### config.mk
export PLATFORM = sky130hd
export DESIGN_NAME = lej_regs
export DESIGN_NICKNAME = d
export VERILOG_FILES = /design/src/design/lej_pkg.sv /design/src/design/lej_regs.sv
export VERILOG_INCLUDE_DIRS = /design/src /design/src/design
export SDC_FILE = /design/constraint.sdc
export NUM_CORES = 2
export LEC_CHECK = 0
export BUFFER_PORTS_ARGS = -buffer_cell sky130_fd_sc_hd__buf_2
export CORE_UTILIZATION = 44
export DETAILED_ROUTE_END_ITERATION = 12
export MAX_ROUTING_LAYER = met4
export PLACE_DENSITY = 0.65
export SLEW_MARGIN = 0
export SYNTH_ARGS = -nofsm -noshare
export SYNTH_HDL_FRONTEND = slang
export SYNTH_SLANG_ARGS = --single-unit
export TNS_END_PERCENT = 1
### constraint.sdc
create_clock -name pclk -period 3.6 [get_ports pclk]
set_clock_uncertainty 0.05 [all_clocks]
set_input_delay 0.36 -clock pclk [delete_from_list [all_inputs] [get_ports pclk]]
set_output_delay 0.36 -clock pclk [all_outputs]
set_load 0.01 [all_outputs]
### src/design/lej_defs.svh
// register offsets, field positions, reset values and timing counts
`ifndef LEJ_DEFS_SVH
`define LEJ_DEFS_SVH

// register indices; byte address is four times the index
`define LEJ_IDX_IRQ_STATUS  11'h022
`define LEJ_IDX_ERR_LOW     11'h023
`define LEJ_IDX_ERR_HIGH    11'h024
`define LEJ_CH_STRIDE       11'h040
`define LEJ_IDX_CH0_ERR_LOW 11'h7E3
`define LEJ_IDX_CH0_ERR_HI  11'h7E4
`define LEJ_IDX_JM_CONFIG   11'h7E5
`define LEJ_IDX_POS_LOW     11'h7E6
`define LEJ_IDX_POS_HIGH    11'h7E7
`define LEJ_IDX_NEG_LOW     11'h7E8
`define LEJ_IDX_NEG_HIGH    11'h7E9
`define LEJ_IDX_ERR_CTRL    11'h7F0

// line_event_irq_status fields
`define LEJ_BIT_SBPV  5
`define LEJ_BIT_LBPV  4
`define LEJ_BIT_SEXZ  3
`define LEJ_BIT_LEXZ  2
`define LEJ_BIT_PAT   1
`define LEJ_BIT_CNTOV 0

// jitter_meas_config fields
`define LEJ_BIT_JITTER_MANUAL_STOP 2
`define LEJ_BIT_JITTER_PERIOD_SELECT   1
`define LEJ_BIT_JITTER_FILTER_BAND   0

// error control fields
`define LEJ_BIT_CNT_SEL 0
`define LEJ_BIT_CNT_UPD 1

// reset values
`define LEJ_RST_IRQ    8'h00
`define LEJ_RST_ERROR_COUNT_VALUE   16'h0000
`define LEJ_RST_JM     3'h0
`define LEJ_RST_PEAK   12'h000
`define LEJ_RST_CTRL   1'h0

// timing
`define LEJ_CLK_NS     100
`define LEJ_PERIOD_NS  1000000000
`define LEJ_PERIOD_CYC (`LEJ_PERIOD_NS / `LEJ_CLK_NS)

`endif

### src/design/lej_pkg.sv
// types shared by the line error and jitter status register block
`default_nettype none
package lej_pkg;

    // one channel's event pulses from the detectors
    typedef struct packed {
        logic sbpv;
        logic lbpv;
        logic sexz;
        logic lexz;
        logic pat_err;
        logic cnt_err;
    } lej_evt_t;

    typedef enum {
        LEJ_SEL_NONE,
        LEJ_SEL_IRQ,
        LEJ_SEL_ERRL,
        LEJ_SEL_ERRH,
        LEJ_SEL_JM,
        LEJ_SEL_PPL,
        LEJ_SEL_PPH,
        LEJ_SEL_NPL,
        LEJ_SEL_NPH,
        LEJ_SEL_CTRL
    } lej_sel_t;

    typedef struct packed {
        lej_sel_t   sel;
        logic [3:0] ch;
    } lej_dec_t;

    typedef struct packed {
        logic [11:0] pos;
        logic [11:0] neg;
    } lej_peak_t;

endpackage : lej_pkg
`default_nettype wire

### src/design/lej_regs.sv
// line error, error counter and channel-0 jitter register bank on apb
// Behaviour
// - bit 5 flag set on system-side bipolar violation, drives irq
// - bit 4 flag set on line-side bipolar violation, drives irq
// - bit 3 flag set on system-side excess zeros, drives irq
// - bit 2 flag set on line-side excess zeros, drives irq
// - bit 1 flag set on pattern error, drives irq
// - bit 0 flag set when 16-bit error counter overflows, drives irq
// - flags reset to zero and clear when software writes one
// - error count shown as low byte and high byte registers
// - count copied to readable registers automatically or on manual request
// - both count byte registers read-only, reset to zero
// - status and count copies for channels 1-15, counts also channel 0
// - jitter config is channel 0 only, read-write, resets to zero
// - period select 0: period ends only on manual stop
// - period select 1: one-second periods run automatically
// - period select 0: stop bit rising edge loads positive and negative peak registers
// - filter band bit selects the jitter measurement band
// - peaks are 12-bit values over two registers, value/16 UIpp
////////////////////////////////////////////////////////////////////////
`include "lej_defs.svh"
`default_nettype none

module lej_regs
    import lej_pkg::*;
#(
    parameter int unsigned PERIOD_CYC = `LEJ_PERIOD_CYC
) (
    input  wire logic                pclk,
    input  wire logic                presetn,
    input  wire logic                pce,
    input  wire logic                psel,
    input  wire logic                penable,
    input  wire logic                pwrite,
    input  wire logic [15:0]         paddr,
    input  wire logic [31:0]         pwdata,
    output var  logic [31:0]         prdata,
    output logic                     pready,
    output logic                     pslverr,
    input  wire lej_evt_t [15:0]     line_evt,
    input  wire lej_peak_t           peak_in,
    output var  logic                jitter_filter_band,
    output var  logic                jitter_period_select,
    output logic                     irq
);

    ////////////////////////////////////////////////////////////////////
    // address decode

    function automatic lej_dec_t dec_addr(input logic [15:0] a);
        lej_dec_t   d;
        logic [10:0] idx;
        logic [10:0] off;
        d.sel = LEJ_SEL_NONE;
        d.ch  = 4'h0;
        idx   = a[12:2];
        off   = {5'h00, idx[5:0]};
        if (a[1:0] != 2'h0 || a[15:13] != 3'h0) begin
            d.sel = LEJ_SEL_NONE;
        end else if (idx == `LEJ_IDX_CH0_ERR_LOW) begin
            d.sel = LEJ_SEL_ERRL;
        end else if (idx == `LEJ_IDX_CH0_ERR_HI) begin
            d.sel = LEJ_SEL_ERRH;
        end else if (idx == `LEJ_IDX_JM_CONFIG) begin
            d.sel = LEJ_SEL_JM;
        end else if (idx == `LEJ_IDX_POS_LOW) begin
            d.sel = LEJ_SEL_PPL;
        end else if (idx == `LEJ_IDX_POS_HIGH) begin
            d.sel = LEJ_SEL_PPH;
        end else if (idx == `LEJ_IDX_NEG_LOW) begin
            d.sel = LEJ_SEL_NPL;
        end else if (idx == `LEJ_IDX_NEG_HIGH) begin
            d.sel = LEJ_SEL_NPH;
        end else if (idx == `LEJ_IDX_ERR_CTRL) begin
            d.sel = LEJ_SEL_CTRL;
        end else if (idx[10] == 1'b0 && idx[9:6] != 4'hF) begin
            // channels 1..15 sit at (n-1)*stride
            d.ch = idx[9:6] + 4'h1;
            if (off == `LEJ_IDX_IRQ_STATUS) begin
                d.sel = LEJ_SEL_IRQ;
            end else if (off == `LEJ_IDX_ERR_LOW) begin
                d.sel = LEJ_SEL_ERRL;
            end else if (off == `LEJ_IDX_ERR_HIGH) begin
                d.sel = LEJ_SEL_ERRH;
            end
        end
        return d;
    endfunction : dec_addr

    lej_dec_t dec;
    logic     wr_acc;
    logic     rd_setup;

    always_comb begin
        dec = dec_addr(paddr);
    end

    // single-wait-free slave; a frozen clock enable also stalls the bus
    assign pready   = pce;
    assign pslverr  = psel & penable & (dec.sel == LEJ_SEL_NONE);
    assign wr_acc   = pce & psel & penable & pwrite;
    assign rd_setup = pce & psel & ~penable & ~pwrite;

    ////////////////////////////////////////////////////////////////////
    // period timer shared by the counter rounds and jitter periods

    logic [31:0] sec_cnt_ff;
    logic        sec_tick;

    assign sec_tick = (sec_cnt_ff == PERIOD_CYC - 1);

    always_ff @(posedge pclk or negedge presetn) begin
        if (!presetn) begin
            sec_cnt_ff <= 32'h00000000;
        end else if (pce) begin
            sec_cnt_ff <= sec_tick ? 32'h00000000 : sec_cnt_ff + 32'h00000001;
        end
    end

    ////////////////////////////////////////////////////////////////////
    // error counter control

    logic cnt_sel_ff;
    logic cnt_upd_req;
    logic cnt_upd;

    assign cnt_upd_req = wr_acc & (dec.sel == LEJ_SEL_CTRL) & pwdata[`LEJ_BIT_CNT_UPD];

    always_ff @(posedge pclk or negedge presetn) begin
        if (!presetn) begin
            cnt_sel_ff <= `LEJ_RST_CTRL;
        end else if (wr_acc && dec.sel == LEJ_SEL_CTRL) begin
            cnt_sel_ff <= pwdata[`LEJ_BIT_CNT_SEL];
        end
    end

    assign cnt_upd = cnt_sel_ff ? cnt_upd_req : (pce & sec_tick);

    ////////////////////////////////////////////////////////////////////
    // per-channel flags and counters

    logic [7:0]  irq_flags [16];
    logic [15:0] error_count_value      [16];
    logic [15:0] irq_any;

    for (genvar g = 0; g < 16; g++) begin : g_ch
        logic [15:0] cnt_ff;
        logic [15:0] error_count_value_ff;
        logic        ovf;

        assign ovf = line_evt[g].cnt_err & (cnt_ff == 16'hFFFF);

        // accumulate and expose as two bytes
        always_ff @(posedge pclk or negedge presetn) begin
            if (!presetn) begin
                cnt_ff  <= `LEJ_RST_ERROR_COUNT_VALUE;
                error_count_value_ff <= `LEJ_RST_ERROR_COUNT_VALUE;
            end else if (pce) begin
                if (cnt_upd) begin
                    error_count_value_ff <= cnt_ff;
                    cnt_ff  <= {15'h0000, line_evt[g].cnt_err};
                end else if (line_evt[g].cnt_err) begin
                    cnt_ff <= cnt_ff + 16'h0001;
                end
            end
        end

        assign error_count_value[g] = error_count_value_ff;

        if (g == 0) begin : g_noirq
            // channel 0 has counter bytes only
            assign irq_flags[g] = 8'h00;
        end else begin : g_irq
            logic [7:0] flags_ff;
            logic [7:0] set_v;
            logic [7:0] clr_v;

            always_comb begin
                set_v                = 8'h00;
                set_v[`LEJ_BIT_SBPV] = line_evt[g].sbpv;
                set_v[`LEJ_BIT_LBPV] = line_evt[g].lbpv;
                set_v[`LEJ_BIT_SEXZ] = line_evt[g].sexz;
                set_v[`LEJ_BIT_LEXZ] = line_evt[g].lexz;
                set_v[`LEJ_BIT_PAT]  = line_evt[g].pat_err;
                set_v[`LEJ_BIT_CNTOV] = ovf;
            end

            assign clr_v = (wr_acc && dec.sel == LEJ_SEL_IRQ && dec.ch == 4'(g))
                         ? pwdata[7:0] : 8'h00;

            // write one clears, a same-cycle event wins
            always_ff @(posedge pclk or negedge presetn) begin
                if (!presetn) begin
                    flags_ff <= `LEJ_RST_IRQ;
                end else if (pce) begin
                    flags_ff <= (flags_ff & ~clr_v) | set_v;
                end
            end

            assign irq_flags[g] = flags_ff;
        end

        assign irq_any[g] = |irq_flags[g];
    end

    // level output while any flag is set
    assign irq = |irq_any;

    ////////////////////////////////////////////////////////////////////
    // channel-0 jitter measurement configuration

    logic [2:0] jm_ff;
    logic       stop_prev_ff;
    logic       peak_load;
    lej_peak_t  peak_ff;

    always_ff @(posedge pclk or negedge presetn) begin
        if (!presetn) begin
            jm_ff <= `LEJ_RST_JM;
        end else if (wr_acc && dec.sel == LEJ_SEL_JM) begin
            jm_ff <= pwdata[2:0];
        end
    end

    always_ff @(posedge pclk or negedge presetn) begin
        if (!presetn) begin
            stop_prev_ff <= 1'b0;
        end else if (pce) begin
            stop_prev_ff <= jm_ff[`LEJ_BIT_JITTER_MANUAL_STOP];
        end
    end

    // manual mode ends on stop rising edge; ignored in auto
    // auto mode ends every period tick
    // a held stop bit gives no further edges
    assign peak_load = jm_ff[`LEJ_BIT_JITTER_PERIOD_SELECT]
                     ? (pce & sec_tick)
                     : (pce & jm_ff[`LEJ_BIT_JITTER_MANUAL_STOP] & ~stop_prev_ff);

    always_ff @(posedge pclk or negedge presetn) begin
        if (!presetn) begin
            peak_ff <= {`LEJ_RST_PEAK, `LEJ_RST_PEAK};
        end else if (peak_load) begin
            peak_ff <= peak_in;
        end
    end

    // band select and period select outputs, registered from the config
    always_ff @(posedge pclk or negedge presetn) begin
        if (!presetn) begin
            jitter_filter_band   <= 1'b0;
            jitter_period_select <= 1'b0;
        end else begin
            jitter_filter_band   <= jm_ff[`LEJ_BIT_JITTER_FILTER_BAND];
            jitter_period_select <= jm_ff[`LEJ_BIT_JITTER_PERIOD_SELECT];
        end
    end

    ////////////////////////////////////////////////////////////////////
    // read data, captured in the setup phase

    logic [31:0] nxt_rd;

    always_comb begin
        nxt_rd = 32'h00000000;
        case (dec.sel)
            LEJ_SEL_IRQ:  nxt_rd[7:0] = irq_flags[dec.ch];
            LEJ_SEL_ERRL: nxt_rd[7:0] = error_count_value[dec.ch][7:0];
            LEJ_SEL_ERRH: nxt_rd[7:0] = error_count_value[dec.ch][15:8];
            LEJ_SEL_JM:   nxt_rd[2:0] = jm_ff;
            LEJ_SEL_PPL:  nxt_rd[7:0] = peak_ff.pos[7:0];
            LEJ_SEL_PPH:  nxt_rd[3:0] = peak_ff.pos[11:8];
            LEJ_SEL_NPL:  nxt_rd[7:0] = peak_ff.neg[7:0];
            LEJ_SEL_NPH:  nxt_rd[3:0] = peak_ff.neg[11:8];
            LEJ_SEL_CTRL: nxt_rd[0]   = cnt_sel_ff;
            default:      nxt_rd      = 32'h00000000;
        endcase
    end

    always_ff @(posedge pclk or negedge presetn) begin
        if (!presetn) begin
            prdata <= 32'h00000000;
        end else if (rd_setup) begin
            prdata <= nxt_rd;
        end
    end

endmodule : lej_regs
`default_nettype wire

### Word-level counts from Yosys, hierarchy flattened

Index checks and enable logic that the tools add are counted.

* bits in registers: 703
* bits of input ports: 174
* output and inout port bits: 37

* $add $sub $neg: 18
* magnitude comparators: 1
* equality and inequality tests: 55
* mux-type cells: 82
* bitwise logic cells: 77
* reduce and logical (&&, ||, !) cells: 57

Operator list (number)
* 16-bit two-way mux: 34
* 32-bit two-way mux: 12
* 16-bit by 1-bit adder with 16-bit output (second input constant): 16
* 16-bit == test (second input constant): 15
* 8-bit two-way mux: 17
* 32-bit by 3-bit == test with 1-bit output (second input constant): 4
* 8-bit bitwise AND: 15
* 8-bit inverter: 15
* 8-bit by 6-bit bitwise OR with 8-bit output: 15
* 120-bit OR reduction: 1
* 32-bit by 2-bit == test with 1-bit output (second input constant): 3
* 32-bit by 4-bit == test with 1-bit output (second input constant): 3
* 11-bit == test (second input constant): 8
* 16-bit binary-select mux with 4-bit select: 1
* 36-bit two-way mux: 1
* 4-bit two-way mux: 9
* 2-bit AND reduction: 17
* 2-bit nonzero test: 17
* 32-bit by 1-bit adder with 32-bit output (second input constant): 1
* 8-bit binary-select mux with 4-bit select: 1
* 32-bit by 1-bit == test with 1-bit output (second input constant): 1
* 32-bit by 24-bit == test with 1-bit output (second input constant): 1
* 32-bit by 5-bit == test with 1-bit output (second input constant): 1
* 4-bit == test (second input constant): 8
* other kinds (20): 74

### Longest topological paths before layout

* word-level depth: 21
* gate-level depth with buffers: 12

### Worst setup path after synthesis

No wires, ideal clock.

* kind: input to register
* start: input port paddr[8]
* end: register g_ch[12].error_count_value_ff[12]
* setup time: 0.125 ns
* arrival: 2.641 ns
* data required time: 3.425 ns
* slack: 0.784 ns
* stages on the path: 9
* path buffers: 3
* cells stage by stage: ha_1 buf_2 nand3_2 nor3_1 a41oi_1 a41oi_2 clkbuf_1 buf_2 mux2_2

* cells in the longest elaborated chain, start to end: 17

Ends and longest elaborated chain
* start, declared: RTL line lej_regs.sv:35 `input wire logic [15:0] paddr,`
* 4-bit inequality test: RTL line lej_regs.sv:76 `end else if (idx[10] == 1'b0 && idx[9:6] != 4'hF) begin`
* 1-bit logical AND: RTL line lej_regs.sv:76
* 36-bit two-way mux: RTL line lej_regs.sv:76
* 32-bit two-way mux: RTL line lej_regs.sv:74 `` end else if (idx == `LEJ_IDX_ERR_CTRL) begin ``
* 32-bit two-way mux: RTL line lej_regs.sv:72 `` end else if (idx == `LEJ_IDX_NEG_HIGH) begin ``
* 32-bit two-way mux: RTL line lej_regs.sv:70 `` end else if (idx == `LEJ_IDX_NEG_LOW) begin ``
* 32-bit two-way mux: RTL line lej_regs.sv:68 `` end else if (idx == `LEJ_IDX_POS_HIGH) begin ``
* 32-bit two-way mux: RTL line lej_regs.sv:66 `` end else if (idx == `LEJ_IDX_POS_LOW) begin ``
* 32-bit two-way mux: RTL line lej_regs.sv:64 `` end else if (idx == `LEJ_IDX_JM_CONFIG) begin ``
* 32-bit two-way mux: RTL line lej_regs.sv:62 `` end else if (idx == `LEJ_IDX_CH0_ERR_HI) begin ``
* 32-bit two-way mux (*): RTL line lej_regs.sv:60 `` end else if (idx == `LEJ_IDX_CH0_ERR_LOW) begin ``
* 32-bit two-way mux (*): RTL line lej_regs.sv:58 `if (a[1:0] != 2'h0 || a[15:13] != 3'h0) begin`
* 32-bit by 5-bit == test with 1-bit output (*): RTL line lej_regs.sv:127 `` assign cnt_upd_req = wr_acc & (dec.sel == LEJ_SEL_CTRL) & pwdata[`LEJ_BIT_CNT_UPD]; ``
* 1-bit bitwise AND (*) (2 in a row): RTL line lej_regs.sv:127
* 1-bit two-way mux (*): RTL line lej_regs.sv:137 `assign cnt_upd = cnt_sel_ff ? cnt_upd_req : (pce & sec_tick);`
* 2-bit AND reduction (no source line) (*)
* end signal, assigned: RTL line lej_regs.sv:157 `` error_count_value_ff <= `LEJ_RST_ERROR_COUNT_VALUE; ``
* end signal, assigned: RTL line lej_regs.sv:160 `error_count_value_ff <= cnt_ff;`
* end, declared: RTL line lej_regs.sv:148 `logic [15:0] error_count_value_ff;`

Mark *: on every way between the ends. The rest lies on a longest branch, timed or not.
A chain may end at the register's enable or synchronous reset.

### Worst setup path in the final report

* start: input port paddr[8]
* end: output port pslverr

* cells in the longest elaborated chain, start to end: 14

Ends and longest elaborated chain
* 4-bit inequality test: RTL line lej_regs.sv:76
* 1-bit logical AND: RTL line lej_regs.sv:76
* 36-bit two-way mux: RTL line lej_regs.sv:76
* 32-bit two-way mux: RTL line lej_regs.sv:74
* 32-bit two-way mux: RTL line lej_regs.sv:72
* 32-bit two-way mux: RTL line lej_regs.sv:70
* 32-bit two-way mux: RTL line lej_regs.sv:68
* 32-bit two-way mux: RTL line lej_regs.sv:66
* 32-bit two-way mux: RTL line lej_regs.sv:64
* 32-bit two-way mux: RTL line lej_regs.sv:62
* 32-bit two-way mux (*): RTL line lej_regs.sv:60
* 32-bit two-way mux (*): RTL line lej_regs.sv:58
* 32-bit zero test (*): RTL line lej_regs.sv:100 `assign pslverr = psel & penable & (dec.sel == LEJ_SEL_NONE);`
* 1-bit bitwise AND (*): RTL line lej_regs.sv:100
* end, declared: RTL line lej_regs.sv:39 `output logic pslverr,`

Marked as above.

==> parameters.txt <==
Parameter                              Value

Outcome
  Run status    finished, final reports clean

Logic synthesis
  Fraction of synthesis flops using an asynchronous set or reset pin    100%
  Mapped cell area    0.0345 sq mm
  Area share of the leading cell type in the synthesized netlist    50.9%
  Number of library cell types mapped by synthesis    88
  Synth Register Bits    703
  Syn. warnings    0
  Sequential fraction of the synthesis area    50.9%
  Cell accounting for the most synthesized area    sky130_fd_sc_hd__dfrtp_1
  Largest cells by area after synthesis    sky130_fd_sc_hd__dfrtp_1 51%, sky130_fd_sc_hd__mux2_2 10%, sky130_fd_sc_hd__nand2_1 4.0%
  Most used flip-flop cell after synthesis    sky130_fd_sc_hd__dfrtp_1
  Mapped Cells    3306
  Number of enable flip-flop cells after synthesis    0
  Per-instance average area after synthesis    10.4 sq um

Power
  Clock Power Share    43.1%
  Power spent charging and discharging nets    5.00 mW
  Total chip power    19.0 mW
  Reported leakage power    18.4 nW
  Largest voltage drop on the vdd net    0.329 mV
  Switching part of the total power    26.3%
  Internal Dissipation    14.0 mW
  Gate power share    9.1%
  PD cells    464 mW/mm^2
  Sequential Power Share    47.8%

Worst setup path
  Crit path top cell by count    sky130_fd_sc_hd__buf_4
  Kind of critical path    in -> out
  Flop-to-flop setup slack    0.79 ns
  Cell class contributing the biggest share of worst-path delay    compound AO/OA/AOI/OAI gates
  Data arrival time of the critical path    2.59 ns
  Crit. Startpoint    paddr[8]
  Critical path launch point type    input port
  Critical-path cell list    buf_4, ha_2, buf_4, and3_1, o2111ai_1, o32ai_1, buf_4, a21oi_1, nand2_1, nor2_1, buf_2
  Crit path largest cell delay    0.41 ns
  Kind of end point of the critical path    output port
  Startpoint of the most critical register-to-register path    sec_cnt_ff[0]$_DFFE_PN0P_
  Data required time of the worst path    3.19 ns
  Largest driver fanout on the critical path    8
  Buffers plus inverters on the worst setup path    4
  Worst-path cell with the longest stage delay    sky130_fd_sc_hd__a21oi_1

Timing
  Slew Limit Fails    0
  Achievable clock frequency    0.333 GHz
  Post-layout minimum cycle time    3.00 ns
  Part of the cycle the worst path needs    83.4%
  Slew at the pin closest to its max-slew limit    1.21 ns
  Max-slew headroom at the worst pin    19.4%
  Number of hold violations in the final report    0
  Setup TNS after final layout    0 ns
  Setup violations, final    0
  Setup repair after global routing missed its margin    false

GRT
  Global-route total usage across every layer    27.9%
  Maximum number of pins on one net before global-route repair    119
  Met1 usage in global routing    37.7%
  Vias in the first global route    27046
  Number of antenna violations at the first check in global routing    3
  Global route overflow    0
  Layer with the highest usage after global routing    met2
  First-pass GRT wire length    165000 microns
  Met3 global-route usage    4.53%
  Met2 Use GR    42.5%

CTS
  CTS H-tree depth    3
  Setup Buffers After CTS    0
  Longest Clk Path Bufs    3
  CTS resizes    0
  Clock tree from TritonCTS    yes
  Total CTS buffers    78
  TritonCTS Sinks    703
  CTS clk-pin slew, worst paths    0.06 ns
  Count of hold buffers inserted by post-cts repair    104
  Buffer cell driving the clock tree root    sky130_fd_sc_hd__clkbuf_16
  Latest clock arrival within the worst-skew pair    0.62 ns

Floorplanning
  Die Width    282 microns
  Area of the die    0.0796 sq mm
  Number of placement rows    102
  Standard cell core area    0.0776 sq mm
  Top-Level Pins    211
  Chip height    282 microns
  Initial cell density of the core    44.5%

Min path
  HP Start    pwdata[3]
  Type of the worst min-delay path    in -> reg

Job
  Max capacitance violation total    0

Routing
  Vias after detailed routing    27682
  Residual DRC    0
  Post-detailed-route count of antenna-violating nets    0
  Detailed-router iteration count before antenna repair    6
  Average wire per cell in the routed design    22.8 microns
  Wire length after detailed routing    108000 microns
  DR iter-0 viols    2625
  Detailed-route vias per instance    5.86

Cells and area
  Number of nets in the finished design    3816
  Fill cell total of the finished layout    6885
  Final cell utilization of the core    52.9%
  Layout cells sized above 1    22.0%
  Post-synthesis to final-layout area growth    18.8%

Placed design
  Count of input and output buffers    157
  Placer Congestion    0.954
  Detailed Place HPWL    75400 microns
-- cells in the final DEF (no fill, tap or decap), drive strengths merged, types with 42 or more instances in the layout --
master	netlist	layout
dfrtp	703	703
nand2	367	367
nor2	334	334
buf	110	314
mux2	312	312
o21ai	154	154
xor2	137	137
nand4	124	124
xnor2	118	118
clkbuf	93	116
dlygate4sd3	0	104
nand3	90	90
a21oi	78	78
o22ai	58	58
and3	51	51
nor4	44	44
a211oi	43	43
or3	42	42
-- registers in the layout, indices dropped and copies added (netlist names), 3 cells and up --
name and cells:
prdata 8, g_ch.error_count_value_ff 256, g_ch.cnt_ff 256, sec_cnt_ff 32, peak_ff 24, g_ch.g_irq.flags_ff 120
jm_ff 3
-- synth_stat cells (14+ instances only) --
cell type and count:
sky130_fd_sc_hd__and4_1 17, sky130_fd_sc_hd__and3_1 51, sky130_fd_sc_hd__nand3_1 89, sky130_fd_sc_hd__nor4_1 39
sky130_fd_sc_hd__xnor2_1 118, sky130_fd_sc_hd__nand2_1 367, sky130_fd_sc_hd__nor2b_1 15, sky130_fd_sc_hd__nand2b_1 29
sky130_fd_sc_hd__a22o_1 16, sky130_fd_sc_hd__nand4_1 116, sky130_fd_sc_hd__o21a_1 29, sky130_fd_sc_hd__clkbuf_1 93
sky130_fd_sc_hd__ha_1 18, sky130_fd_sc_hd__a22oi_1 15, sky130_fd_sc_hd__buf_2 62, sky130_fd_sc_hd__mux2_2 312
sky130_fd_sc_hd__a31oi_1 15, sky130_fd_sc_hd__a211oi_2 14, sky130_fd_sc_hd__mux2i_1 26, sky130_fd_sc_hd__o22ai_1 58
sky130_fd_sc_hd__xor2_1 137, sky130_fd_sc_hd__nor2_1 333, sky130_fd_sc_hd__a21oi_1 78, sky130_fd_sc_hd__or3_1 42
sky130_fd_sc_hd__o21ai_0 151, sky130_fd_sc_hd__dfrtp_1 703, sky130_fd_sc_hd__and2_1 22, sky130_fd_sc_hd__a211oi_1 29
sky130_fd_sc_hd__o221ai_1 30, sky130_fd_sc_hd__nor3_1 24, sky130_fd_sc_hd__buf_1 17, sky130_fd_sc_hd__buf_4 27
sky130_fd_sc_hd__inv_1 37
-- path summary, 6_finish.rpt --
| path | endpoint | depth (start not counted) |
|---|---|---|
| worst min-delay path | g_ch[10].g_irq.flags_ff[3]$_DFFE_PN0P_ | 3 |
| worst min register to register | jitter_filter_band$_DFF_PN0_ | 0 |
| max in group asynchronous | g_ch[2].cnt_ff[5]$_DFFE_PN0P_ | 4 |
| min in group asynchronous | g_ch[3].g_irq.flags_ff[2]$_DFFE_PN0P_ | 2 |
| worst max-delay path | pslverr | 11 |
| worst max register to register | g_ch[14].cnt_ff[8]$_DFFE_PN0P_ | 11 |
-- stage by stage --
step | cells | instance area (sq um) | setup slack (ns) | hold slack (ns)
final | 4724 | 41000 | 0.598 | 0.0256
after global routing | 4724 | 41000 | 0.421 | 0.0389
after CTS | 4723 | 41000 | 0.640 | 0.00422
after detailed placement | 4480 | 37400 | 0.177 | 0.327
after global placement | 4480 | 37400 | 0.0976 | 0.327
after floorplan | 3329 | 34600 | 0.784 | 0.0144
-- area by class of cell --
class	count	area, sq um	area share [%]
antenna	1	2.50	0.00610
clock buffer	116	2320	5.65
clock inverter	23	298	0.725
inverter	38	143	0.347
multi-input combinational	2385	16000	39.1
sequential	703	17600	42.9
tap	1040	1300	3.17
timing repair buffer	418	3360	8.18
-- power by group through the flow --
stage	clock, mW	combinational (mW)	sequential [mW]
after CTS	8.32	1.74	9.09
after detailed placement	0	1.64	9.22
after global routing	8.62	1.97	9.19
after floorplan	0	1.07	9.02
final	8.20	1.74	9.09
after global placement	0	1.59	9.21
-- tightest hold or removal path: cells and delay by family --
kind,cells,cell delay [ns]
AO/OA/AOI/OAI,1,0.11
AND/OR/NAND/NOR,1,0.08
buffers and inverters,1,0.13
-- layer usage --
metal,share of wire (%),wire [microns]
met5,0,0
met4,3.8,4060
met3,7.7,8300
met2,45,48900
met1,43,46500
-- logic make-up after synthesis --
kind of cell,synth area share [%]
compound gates,10.8
xor+xnor,6.47
fa+ha+maj,0.652
buf+inv,3.22
flops,50.9
mux,11.0
other cells,0.0109
simple gates,16.9
Power figures use the tool's default switching activity.
